## config.mk

```make
export PLATFORM = sky130hd
export DESIGN_NAME = drs_top
export DESIGN_NICKNAME = d
export VERILOG_FILES = /design/src/core/drs_pkg.sv /design/src/core/drs_ramp_if.sv /design/src/core/drs_ramp.sv /design/src/core/drs_top.sv
export SDC_FILE = /design/constraint.sdc
export NUM_CORES = 1
export LEC_CHECK = 0
export BUFFER_PORTS_ARGS = -buffer_cell sky130_fd_sc_hd__buf_2
export CORE_AREA = 2 2 280 226
export CTS_CLUSTER_DIAMETER = 150
export DETAILED_ROUTE_END_ITERATION = 8
export DIE_AREA = 0 0 282 228
export PLACE_DENSITY = 0.67
export SLEW_MARGIN = 15
export SYNTH_ARGS = -nofsm -noshare
export SYNTH_HDL_FRONTEND = slang
export SYNTH_SLANG_ARGS = --single-unit
```

## constraint.sdc

```tcl
create_clock -name CLOCK -period 16 [get_ports CLOCK]
set_clock_uncertainty 0.2 [all_clocks]
set_input_delay 3.2 -clock CLOCK [delete_from_list [all_inputs] [get_ports CLOCK]]
set_output_delay 3.2 -clock CLOCK [all_outputs]
set_load 0.005 [all_outputs]
```

## src/core/drs_pkg.sv

```systemverilog
/*
 drs_pkg: constants, register map, field layouts and state codes for the
 drive restart and start control block.
 Assumes a 20 MHz system clock and a 1 ms internal tick.
*/
package drs_pkg;
	// timing
	localparam int CLK_HZ = 20_000_000;
	localparam int TICK_HZ = 1000;
	localparam int TICK_CYC = CLK_HZ / TICK_HZ;
	localparam int FAN_HOLD_MIN = 10;
	localparam int FAN_HOLD_TICKS = FAN_HOLD_MIN * 60 * TICK_HZ;
	localparam int SEARCH_MAX_DS = 12;
	localparam int SEARCH_MAX_TICKS = SEARCH_MAX_DS * TICK_HZ / 10;
	localparam int SDLY_UNIT_TICKS = TICK_HZ / 10;
	localparam logic [6:0] SDLY_MAX = 7'h64;

	// register byte addresses
	localparam logic [7:0] A_CTRL = 8'h00;
	localparam logic [7:0] A_RINT = 8'h04;
	localparam logic [7:0] A_SDLY = 8'h08;
	localparam logic [7:0] A_OASG = 8'h0c;
	localparam logic [7:0] A_IASG = 8'h10;
	localparam logic [7:0] A_CMD = 8'h14;
	localparam logic [7:0] A_STAT = 8'h18;
	localparam logic [7:0] A_FREF = 8'h1c;
	localparam logic [7:0] A_FLIM = 8'h20;
	localparam logic [7:0] A_STEP = 8'h24;

	// reset values, control write mask and command bit
	localparam logic [31:0] CTRL_MASK = 32'h0000_0fff;
	localparam logic [15:0] RINT_RST = 16'h03e8;
	localparam logic [6:0] SDLY_RST = 7'h00;
	localparam logic [15:0] FREF_RST = 16'h0000;
	localparam logic [15:0] MAXF_RST = 16'h1770;
	localparam logic [15:0] BASEF_RST = 16'h1770;
	localparam logic [15:0] STEP_RST = 16'h000a;
	localparam int CMD_ALM_CLR = 0;

	// terminal function codes
	localparam int ASG_W = 6;
	localparam logic [5:0] FUNC_RETRY = 6'h1a;
	localparam logic [5:0] FUNC_SEARCH = 6'h1a;

	// ramp zones in percent of maximum frequency
	localparam logic [6:0] ZONE_WEAK = 7'h05;
	localparam logic [6:0] ZONE_STRONG = 7'h0a;
	localparam logic [6:0] PCT_FULL = 7'h64;

	// selections
	localparam logic [1:0] DIR_REV_BLK = 2'h1;
	localparam logic [1:0] DIR_FWD_BLK = 2'h2;
	localparam logic [1:0] SM_OFF = 2'h0;
	localparam logic [1:0] SM_PF = 2'h1;
	localparam logic [1:0] SM_BOTH = 2'h2;

	typedef enum logic [1:0] {
		SH_LIN = 2'h0,
		SH_WEAK = 2'h1,
		SH_STRONG = 2'h2,
		SH_CURV = 2'h3
	} drs_shape_t;

	typedef struct packed {
		logic [19:0] rsvd;
		logic pfr;
		logic [1:0] smode;
		logic [1:0] dir;
		drs_shape_t shape;
		logic fan;
		logic [3:0] lim;
	} drs_ctrl_t;

	typedef struct packed {
		logic [15:0] est;
		logic found;
		logic pf;
		logic temp_low;
		logic [6:0] cause;
		logic trip;
		logic [4:0] din;
		logic coast;
		logic rev;
		logic fwd;
	} drs_pins_t;

	typedef enum logic [5:0] {
		ST_IDLE = 6'h01,
		ST_DELAY = 6'h02,
		ST_SEARCH = 6'h04,
		ST_RUN = 6'h08,
		ST_TRIP = 6'h10,
		ST_ALARM = 6'h20
	} drs_state_t;
endpackage

```

## src/core/drs_ramp_if.sv

```systemverilog
/*
 drs_ramp_if: carries ramp commands from the sequencer to the ramp
 generator and the output frequency back.
 Assumes both ends share one clock.
*/
`timescale 1ns/1ps
interface drs_ramp_if;
	import drs_pkg::*;
	logic tick;
	logic load;
	logic [15:0] load_val;
	logic [15:0] target;
	logic [15:0] maxf;
	logic [15:0] basef;
	logic [15:0] step;
	drs_shape_t shape;
	logic [15:0] freq;
	logic at_target;
	modport ctl(output tick, load, load_val, target, maxf, basef, step,
		shape, input freq, at_target);
	modport ramp(input tick, load, load_val, target, maxf, basef, step,
		shape, output freq, at_target);
endinterface

```

## src/core/drs_ramp.sv

```systemverilog
/*
 drs_ramp: output frequency ramp generator, one step per tick.
 Assumes a synchronised active-low reset and a one-cycle tick pulse.
*/
`timescale 1ns/1ps
module drs_ramp import drs_pkg::*; (
	// clock and reset
	input wire logic clk,
	input wire logic rst_n,
	// sequencer side
	drs_ramp_if.ramp rif
);
	logic [15:0] freq;
	logic [15:0] start;
	logic [15:0] tgt_q;
	logic [15:0] zone;
	logic [15:0] rate;
	logic [15:0] d_start;
	logic [15:0] d_end;
	logic [15:0] next_freq;
	logic [6:0] pct;
	logic [22:0] zone_prod;

	always_comb begin
		pct = (rif.shape == SH_STRONG) ? ZONE_STRONG : ZONE_WEAK;
		zone_prod = {7'h00, rif.maxf} * {16'h0000, pct};
		zone = 16'(zone_prod / {16'h0000, PCT_FULL});
		d_start = (freq >= start) ? freq - start : start - freq;
		d_end = (rif.target >= freq) ? rif.target - freq : freq - rif.target;
		rate = rif.step;
		// half rate in the rounded zones stretches the ramp
		if ((rif.shape == SH_WEAK || rif.shape == SH_STRONG) &&
			(d_start < zone || d_end < zone)) begin
			rate = rif.step >> 1;
		end
		if (rif.shape == SH_CURV && freq > rif.basef) begin
			rate = rif.step >> 1;
		end
		// a step of one cannot be halved; it stays linear
		if (rate == 16'h0000) begin
			rate = rif.step;
		end
		if (d_end <= rate) begin
			next_freq = rif.target;
		end else if (freq < rif.target) begin
			next_freq = freq + rate;
		end else begin
			next_freq = freq - rate;
		end
	end

	always_ff @(posedge clk or negedge rst_n) begin
		if (!rst_n) begin
			freq <= 16'h0000;
			start <= 16'h0000;
			tgt_q <= 16'h0000;
		end else begin
			tgt_q <= rif.target;
			if (rif.load) begin
				freq <= rif.load_val;
				start <= rif.load_val;
			end else begin
				if (rif.tick) begin
					freq <= next_freq;
				end
				if (rif.target != tgt_q) begin
					start <= freq;
				end
			end
		end
	end

	assign rif.freq = freq;
	assign rif.at_target = (freq == rif.target);
endmodule

```

## src/core/drs_top.sv

```systemverilog
/*
 drs_top: run-control sequencer of a motor drive: automatic retry after
 resettable trips, final alarm, cooling fan control, direction
 inhibition, idling speed search at start, and ramp shape selection.
 Assumes an APB master on CLOCK; all terminal inputs are asynchronous.
*/
// Behaviour
// - resettable trip retries without alarm
// - trips beyond limit raise alarm, stop retrying
// - only seven trip causes are retried
// - limit zero disables retry entirely
// - wait retry interval before each reset
// - retry flag selectable on outputs, code 26
// - fan select: 1 temperature controlled, 0 always
// - fan runs at least ten minutes once on
// - ramp shape: linear, weak, strong, curvilinear
// - S-curve zones 5% or 10% of max
// - set time covers linear part only
// - curvilinear slows above base frequency
// - direction inhibit: none, reverse, forward
// - search enabled separately restart and startup
// - search input on digital input, code 26
// - unassigned search input reads OFF
// - search lasts at most 1.2 seconds
// - after search, ramp to reference
// - search enable table of mode and input
// - run command start waits search delay
`timescale 1ns/1ps
module drs_top import drs_pkg::*; #(
	parameter int TICK_CYCLES = TICK_CYC,
	parameter int FAN_HOLD = FAN_HOLD_TICKS
) (
	// clock and reset
	input wire logic CLOCK,
	input wire logic RSTN,
	// apb slave
	input wire logic PSEL,
	input wire logic PENABLE,
	input wire logic PWRITE,
	input wire logic [7:0] PADDR,
	input wire logic [31:0] PWDATA,
	output logic [31:0] PRDATA,
	output logic PREADY,
	output logic PSLVERR,
	// run terminals
	input wire logic RUN_FWD,
	input wire logic RUN_REV,
	input wire logic COAST_STOP,
	input wire logic [4:0] DIN,
	input wire logic PF_RESTORE,
	// protection and temperature
	input wire logic TRIP,
	input wire logic [6:0] TRIP_CAUSE,
	input wire logic TEMP_LOW,
	// speed search
	input wire logic SPEED_FOUND,
	input wire logic [15:0] SPEED_EST,
	// outputs
	output logic ALARM,
	output logic [2:0] Y_OUT,
	output logic FAN_ON,
	output logic SEARCH_ACTIVE,
	output logic DRIVE_FWD,
	output logic DRIVE_REV,
	output logic [15:0] FREQ_OUT
);
	logic rst_meta;
	logic rst_n;
	drs_pins_t syn_meta;
	drs_pins_t syn;
	drs_ctrl_t ctrl;
	logic [15:0] rint;
	logic [6:0] sdly;
	logic [17:0] oasg;
	logic [29:0] iasg;
	logic [15:0] fref;
	logic [15:0] maxf;
	logic [15:0] basef;
	logic [15:0] step;
	logic wr;
	logic alm_clr;
	logic hit;
	logic [31:0] rdata;
	logic [31:0] tick_cnt;
	logic tick;
	logic [4:0] stm_hit;
	logic start_search_enable_input;
	logic norm_en;
	logic pf_en;
	logic run_cmd;
	logic run_q;
	logic coast_q;
	logic trip_q;
	logic pf_q;
	logic trip_rise;
	logic run_rise;
	logic coast_fall;
	logic pf_rise;
	logic retry_ok;
	logic [15:0] tmr;
	logic rint_done;
	logic delay_done;
	logic search_done;
	logic [3:0] rcount;
	logic [4:0] rc_next;
	logic dir_rev;
	logic fan_want;
	logic [31:0] fan_hold;
	logic [2:0] y_next;
	drs_state_t state;
	drs_state_t next_state;
	logic tmr_clr;
	logic rc_inc;

	drs_ramp_if rif();
	drs_ramp u_ramp(.clk(CLOCK), .rst_n(rst_n), .rif(rif));

	// reset release through two flops
	always_ff @(posedge CLOCK or negedge RSTN) begin
		if (!RSTN) begin
			rst_meta <= 1'b0;
			rst_n <= 1'b0;
		end else begin
			rst_meta <= 1'b1;
			rst_n <= rst_meta;
		end
	end

	// terminals are asynchronous; estimate is read only once found is seen
	always_ff @(posedge CLOCK or negedge rst_n) begin
		if (!rst_n) begin
			syn_meta <= '0;
			syn <= '0;
		end else begin
			syn_meta <= {SPEED_EST, SPEED_FOUND, PF_RESTORE, TEMP_LOW,
				TRIP_CAUSE, TRIP, DIN, COAST_STOP, RUN_REV, RUN_FWD};
			syn <= syn_meta;
		end
	end

	// apb register writes
	assign wr = PSEL & PENABLE & PWRITE & PREADY;
	assign alm_clr = wr & (PADDR == A_CMD) & PWDATA[CMD_ALM_CLR];
	always_ff @(posedge CLOCK or negedge rst_n) begin
		if (!rst_n) begin
			ctrl <= '0;
			rint <= RINT_RST;
			sdly <= SDLY_RST;
			oasg <= '0;
			iasg <= '0;
			fref <= FREF_RST;
			maxf <= MAXF_RST;
			basef <= BASEF_RST;
			step <= STEP_RST;
		end else if (wr) begin
			unique case (PADDR)
				A_CTRL: ctrl <= drs_ctrl_t'(PWDATA & CTRL_MASK);
				A_RINT: rint <= PWDATA[15:0];
				A_SDLY: sdly <= (PWDATA[6:0] > SDLY_MAX) ? SDLY_MAX :
					PWDATA[6:0];
				A_OASG: oasg <= PWDATA[17:0];
				A_IASG: iasg <= PWDATA[29:0];
				A_FREF: fref <= PWDATA[15:0];
				A_FLIM: {basef, maxf} <= PWDATA;
				A_STEP: step <= PWDATA[15:0];
				default: ;
			endcase
		end
	end

	always_comb begin
		hit = 1'b1;
		unique case (PADDR)
			A_CTRL: rdata = ctrl;
			A_RINT: rdata = {16'h0000, rint};
			A_SDLY: rdata = {25'h0000000, sdly};
			A_OASG: rdata = {14'h0000, oasg};
			A_IASG: rdata = {2'h0, iasg};
			A_CMD: rdata = 32'h0000_0000;
			A_STAT: rdata = {FREQ_OUT, 4'h0, FAN_ON, start_search_enable_input, rcount, state};
			A_FREF: rdata = {16'h0000, fref};
			A_FLIM: rdata = {basef, maxf};
			A_STEP: rdata = {16'h0000, step};
			default: begin
				rdata = 32'h0000_0000;
				hit = 1'b0;
			end
		endcase
	end

	// one wait-free access phase; data captured in setup
	always_ff @(posedge CLOCK or negedge rst_n) begin
		if (!rst_n) begin
			PREADY <= 1'b0;
			PRDATA <= 32'h0000_0000;
			PSLVERR <= 1'b0;
		end else begin
			PREADY <= PSEL & ~PENABLE;
			if (PSEL && !PENABLE) begin
				PRDATA <= rdata;
				PSLVERR <= ~hit;
			end
		end
	end

	// millisecond tick
	always_ff @(posedge CLOCK or negedge rst_n) begin
		if (!rst_n) begin
			tick_cnt <= 32'h0000_0000;
			tick <= 1'b0;
		end else if (tick_cnt == 32'(TICK_CYCLES - 1)) begin
			tick_cnt <= 32'h0000_0000;
			tick <= 1'b1;
		end else begin
			tick_cnt <= tick_cnt + 32'h0000_0001;
			tick <= 1'b0;
		end
	end

	// search input: any input terminal carrying the search code
	for (genvar gi = 0; gi < 5; gi++) begin : g_stm
		assign stm_hit[gi] = (iasg[gi*ASG_W +: ASG_W] == FUNC_SEARCH) &
			syn.din[gi];
	end
	assign start_search_enable_input = |stm_hit;
	assign norm_en = start_search_enable_input | (ctrl.smode == SM_BOTH);
	assign pf_en = norm_en | (ctrl.smode == SM_PF);

	// a blocked direction never counts as a run command
	assign run_cmd = (syn.fwd ^ syn.rev) &
		((syn.fwd & (ctrl.dir != DIR_FWD_BLK)) |
		(syn.rev & (ctrl.dir != DIR_REV_BLK)));

	always_ff @(posedge CLOCK or negedge rst_n) begin
		if (!rst_n) begin
			run_q <= 1'b0;
			coast_q <= 1'b0;
			trip_q <= 1'b0;
			pf_q <= 1'b0;
		end else begin
			run_q <= run_cmd;
			coast_q <= syn.coast;
			trip_q <= syn.trip;
			pf_q <= syn.pf;
		end
	end
	assign trip_rise = syn.trip & ~trip_q;
	assign run_rise = run_cmd & ~run_q;
	assign coast_fall = ~syn.coast & coast_q;
	assign pf_rise = syn.pf & ~pf_q;
	assign retry_ok = (|syn.cause) & (ctrl.lim != 4'h0) &
		(rcount < ctrl.lim);
	assign rc_next = {1'b0, rcount} + 5'h01;

	assign rint_done = (tmr >= rint);
	assign delay_done = (tmr >= 16'(sdly * SDLY_UNIT_TICKS));
	assign search_done = syn.found |
		(tmr >= 16'(SEARCH_MAX_TICKS));

	always_comb begin
		next_state = state;
		rc_inc = 1'b0;
		unique case (state)
			ST_IDLE: begin
				if (!syn.coast && run_rise) begin
					next_state = norm_en ? ST_DELAY : ST_RUN;
				end else if (run_cmd && coast_fall) begin
					next_state = norm_en ? ST_SEARCH : ST_RUN;
				end else if (!syn.coast && run_cmd && pf_rise && ctrl.pfr) begin
					next_state = pf_en ? ST_SEARCH : ST_RUN;
				end
			end
			ST_DELAY: begin
				if (syn.coast || !run_cmd) begin
					next_state = ST_IDLE;
				end else if (delay_done) begin
					next_state = ST_SEARCH;
				end
			end
			ST_SEARCH: begin
				if (syn.coast || !run_cmd) begin
					next_state = ST_IDLE;
				end else if (search_done) begin
					next_state = ST_RUN;
				end
			end
			ST_RUN: begin
				if (syn.coast || (!run_cmd && rif.freq == 16'h0000)) begin
					next_state = ST_IDLE;
				end
			end
			ST_TRIP: begin
				if (rint_done) begin
					rc_inc = 1'b1;
					if (syn.trip) begin
						next_state = (rc_next < {1'b0, ctrl.lim}) ? ST_TRIP :
							ST_ALARM;
					end else if (run_cmd && !syn.coast) begin
						next_state = norm_en ? ST_SEARCH : ST_RUN;
					end else begin
						next_state = ST_IDLE;
					end
				end
			end
			ST_ALARM: begin
				if (alm_clr && !syn.trip) begin
					next_state = ST_IDLE;
				end
			end
		endcase
		if (trip_rise && state != ST_TRIP && state != ST_ALARM) begin
			next_state = retry_ok ? ST_TRIP : ST_ALARM;
		end
		tmr_clr = (next_state != state) | rc_inc;
	end

	always_ff @(posedge CLOCK or negedge rst_n) begin
		if (!rst_n) begin
			state <= ST_IDLE;
		end else begin
			state <= next_state;
		end
	end

	// one tick timer, restarted at every state change and retry
	always_ff @(posedge CLOCK or negedge rst_n) begin
		if (!rst_n) begin
			tmr <= 16'h0000;
		end else if (tmr_clr) begin
			tmr <= 16'h0000;
		end else if (tick && tmr != 16'hffff) begin
			tmr <= tmr + 16'h0001;
		end
	end

	always_ff @(posedge CLOCK or negedge rst_n) begin
		if (!rst_n) begin
			rcount <= 4'h0;
		end else if (state == ST_ALARM && next_state == ST_IDLE) begin
			rcount <= 4'h0;
		end else if (rc_inc && rcount != 4'hf) begin
			rcount <= rc_next[3:0];
		end else if (state == ST_RUN && rif.at_target && run_cmd) begin
			rcount <= 4'h0;
		end
	end

	// ramp commands; output is cut to zero on any exit from running
	assign rif.tick = tick;
	assign rif.maxf = maxf;
	assign rif.basef = basef;
	assign rif.step = step;
	assign rif.shape = ctrl.shape;
	assign rif.target = (state == ST_RUN && run_cmd) ?
		((fref > maxf) ? maxf : fref) : 16'h0000;
	assign rif.load = (next_state == ST_RUN) != (state == ST_RUN);
	// an estimate above maximum falls back to a normal start
	assign rif.load_val = (state == ST_SEARCH && syn.found &&
		syn.est <= maxf) ? syn.est : 16'h0000;

	// fan: hold time restarts at each switch-on
	assign fan_want = ~ctrl.fan | ~syn.temp_low | (state == ST_RUN) |
		(state == ST_SEARCH);
	always_ff @(posedge CLOCK or negedge rst_n) begin
		if (!rst_n) begin
			FAN_ON <= 1'b0;
			fan_hold <= 32'h0000_0000;
		end else if (fan_want && !FAN_ON) begin
			FAN_ON <= 1'b1;
			fan_hold <= 32'(FAN_HOLD);
		end else begin
			FAN_ON <= fan_want | (fan_hold != 32'h0000_0000);
			if (tick && fan_hold != 32'h0000_0000) begin
				fan_hold <= fan_hold - 32'h0000_0001;
			end
		end
	end

	for (genvar gi = 0; gi < 3; gi++) begin : g_yout
		assign y_next[gi] = (oasg[gi*ASG_W +: ASG_W] == FUNC_RETRY) &
			((state == ST_TRIP) | (rcount != 4'h0));
	end

	always_ff @(posedge CLOCK or negedge rst_n) begin
		if (!rst_n) begin
			dir_rev <= 1'b0;
			ALARM <= 1'b0;
			Y_OUT <= 3'h0;
			SEARCH_ACTIVE <= 1'b0;
			DRIVE_FWD <= 1'b0;
			DRIVE_REV <= 1'b0;
			FREQ_OUT <= 16'h0000;
		end else begin
			if (state == ST_IDLE) begin
				dir_rev <= syn.rev;
			end
			ALARM <= (state == ST_ALARM);
			Y_OUT <= y_next;
			SEARCH_ACTIVE <= (state == ST_SEARCH);
			DRIVE_FWD <= (state == ST_RUN || state == ST_SEARCH) & ~dir_rev;
			DRIVE_REV <= (state == ST_RUN || state == ST_SEARCH) & dir_rev;
			FREQ_OUT <= rif.freq;
		end
	end
endmodule

```

==> results.toml <==
[run_status]
status = "completed"

[synth]
ys_seq_area_share_pct = 34.6
synth_edf_count = 0
synth_top_family_by_area = "compound AO/OA/AOI/OAI gates"
netlist.area_leader.share_pct = 32.6
ys_async_sr_fraction_pct = 100
yosys.area.top_type = "dfrtp_1"
synth_xor_area_share_pct = 5.44
yosys-top-cells-area = "dfrtp_1, ha_1, mux2_2"
synthAdderAreaFrac_pct = 12.6
syn_area_per_cell_um2 = 9.45
synth_compound_area_share_pct = 19.8
synth-seq-cells = 421
synth_top_flop_cell = "dfrtp_1"
syn_area_um2 = 30500
synth_mux_area_share_pct = 7.20
yosysWarnings = 0
ys_types = 131
syn_inst = 3229
synth_simple_gate_area_share_pct = 15.5

[layout]
diodes = 0
multi_input_area_um2 = 19400
drive_gt1_share_pct = 24.7
fin_area_um2 = 36500
fill_cells = 5251
areaGrowthSynthToFinish_pct = 19.5
fin_nets = 3948
fin_cells = 4451
final-seq-area_um2 = 10600

[setup_path]
cp-end-kind = "flip-flop"
cp-start-kind = "flip-flop"
critPathLaunch = "rif.shape[0]"
slowest_stage = "fa_1"
critPathMaxFanout = 8
critPathMaxStageDelay_ps = 560
crit_path_frequent_cell = "o21bai_1"
cp.arrival_ps = 16000
worstPathRequired_ps = 16240
path_class = "flip-flop to flip-flop"
reg2reg_depth = 75
rr_startpoint = "rif.shape[0]"

[clocking]
tritoncts = "done"
clock-sinks = 421
clkLatencyLatePin_ps = 590
cts-buffers-inserted = 45
cts_max_path_buffers = 3
htreeDepth = 2
clockRootBuffer = "clkbuf_16"
path_clk_slew_ps = 70

[timing]
tightest_slew_ps = 1250
clock.fmax_ghz = 0.0634
post-route-period-util_pct = 98.5
setup_tns_ps = 0
finalSetupViolations = 0
finalHoldViolations = 0
final-max-slew-violation-count = 0
min_period_ps = 15760
slew_headroom_pct = 15.2
grt_setup_unrepaired = "yes"

[run]
drv_cap = 0

[detailed_routing]
ant_nets = 0
drt_pass1_iterations = 8
drt-total-wl_mm = 96.4
vias = 27000
drc = 0
drt_iter0_drc = 2508
vias_per_cell = 6.07
route.detailed.wl_per_inst_um = 21.7

[power_and_ir_drop]
vdd_drop_max_v = 0.000108
leakagePower_nw = 17.0
powerDensity_nw_per_um2 = 145

[floorplanning]
fp.dieW_um = 282
core_area_um2 = 61900
pin_count = 138
die_area_um2 = 64300
rows = 82
die_y_um = 228
start_util_pct = 49.3

[placement]
hpwlAfterDp_mm = 72.8
dpl.cell_count = 4312
io_buffers = 137
place.gp.congestion = 0.970
dpl_cell_area_um2 = 33500

[grt]
grt-ovfl-total = 0
grt_pass1_vias = 26400
grt_usage_pct = 29.1
antenna_found_initial = 3
grt_pass1_wl_mm = 148
grt_start_max_net_pins = 180

[worst_hold_path]
hp-class = "flip-flop to async pin"
[cells in the mapped netlist, drive strengths merged (41+ instances only)]
cell    count
mux2i      53
mux2      148
nor2      248
a22oi      47
nand3      73
ha        272
dfrtp     398
a21o       93
clkbuf     82
a222oi     42
xnor2     128
nand2b     52
nand4      48
inv       231
buf        41
xor2       58
nor2b      41
a21oi     191
nor3       68
o21ai     151
nand2     198
[registers in the layout, indices dropped and copies added (netlist names), 18 cells and up]
signal / flops
syn: 35
PRDATA: 32
syn_meta: 35
tick_cnt: 32
fan_hold: 32
iasg: 30
oasg: 18
[placed cells by master (no fill, tap or decap), drive strengths merged, types with 38 or more instances in the layout]
cell type,instances
clkbuf,59
a21oi,191
buf,417
nor3,69
a22oi,47
nor4,39
mux2,148
o211ai,39
mux2i,53
nand3,73
a31oi,38
dfrtp,398
xnor2,128
o21ai,151
inv,235
xor2,58
nor2b,41
nand2,198
nand2b,52
nor2,248
a222oi,42
a21o,93
nand4,48
ha,272
[report_power, final]
part           internal [W]  switching [W]  total [W]
combinational       0.00121        0.00162    0.00283
sequential          0.00116       0.000131    0.00129
clock              0.000700       0.000455    0.00116
total               0.00307        0.00220    0.00527
[logic make-up (layout without fill, tap and decap cells)]
family | after synthesis | count (layout)
AO/OA/AOI/OAI | 846 | 846
adder cells (fa/ha/maj) | 294 | 294
flip-flops | 421 | 421
AND/OR/NAND/NOR | 924 | 925
other | 2 | 4
buffers and inverters | 355 | 734
multiplexers | 201 | 201
XOR/XNOR | 186 | 186
[final timing paths]
path                                             to  slack (ps)
worst max-delay path            u_ramp.rif.freq[15]         240
worst min-delay path                     PRDATA[18]         150
worst max register to register  u_ramp.rif.freq[15]         240
worst min register to register           PRDATA[18]         150
max in group asynchronous                     rst_n       13300
min in group CLOCK                          syn[17]         150
[per-layer routing]
| layer | up-vias | wire length (um) | track usage, % |
|---|---|---|---|
| met5 | - | 27 | 0 |
| met4 | 4 | 2430 | 7.78 |
| met3 | 169 | 7490 | 5.99 |
| met2 | 1038 | 44000 | 45.6 |
| met1 | 13400 | 42500 | 41.0 |
| li1 | 12400 | - | - |
[cell type report]
cell class | count | area share, %
Multi-Input combinational cell | 2456 | 53.2
Sequential cell | 421 | 29.0
Timing Repair Buffer | 419 | 7.98
Clock buffer | 57 | 3.41
Tap cell | 840 | 2.88
Inverter | 232 | 2.43
Clock inverter | 26 | 1.09
[through the flow]
step,hold slack [ps],setup WS (ps),util (%),power [W]
finish,147,235,59.0,0.00527
global route,151,-431,59.0,0.00562
CTS,147,13.6,56.9,0.00511
detailed placement,135,-107,54.1,0.00392
global placement,133,201,54.1,0.00385
floorplan,131,237,-,0.00303
[worst max-delay path, delay by kind of cell (launching register included)]
| family | cells | cell delay [ps] |
|---|---|---|
| AO/OA/AOI/OAI | 35 | 6930 |
| AND/OR/NAND/NOR | 23 | 4800 |
| adder cells (fa/ha/maj) | 6 | 1850 |
| buffers and inverters | 7 | 800 |
| XOR/XNOR | 4 | 610 |
| flip-flops | 1 | 410 |
[timing repair]
action,4_1_cts,5_1_grt
setup buffers,2,51
pin swaps,2,110
hold buffers,0,0
setup endpoints to repair,2,16
gates cloned,0,4
gates resized for setup,14,171
No activity file was read; power rests on OpenSTA's default activity.
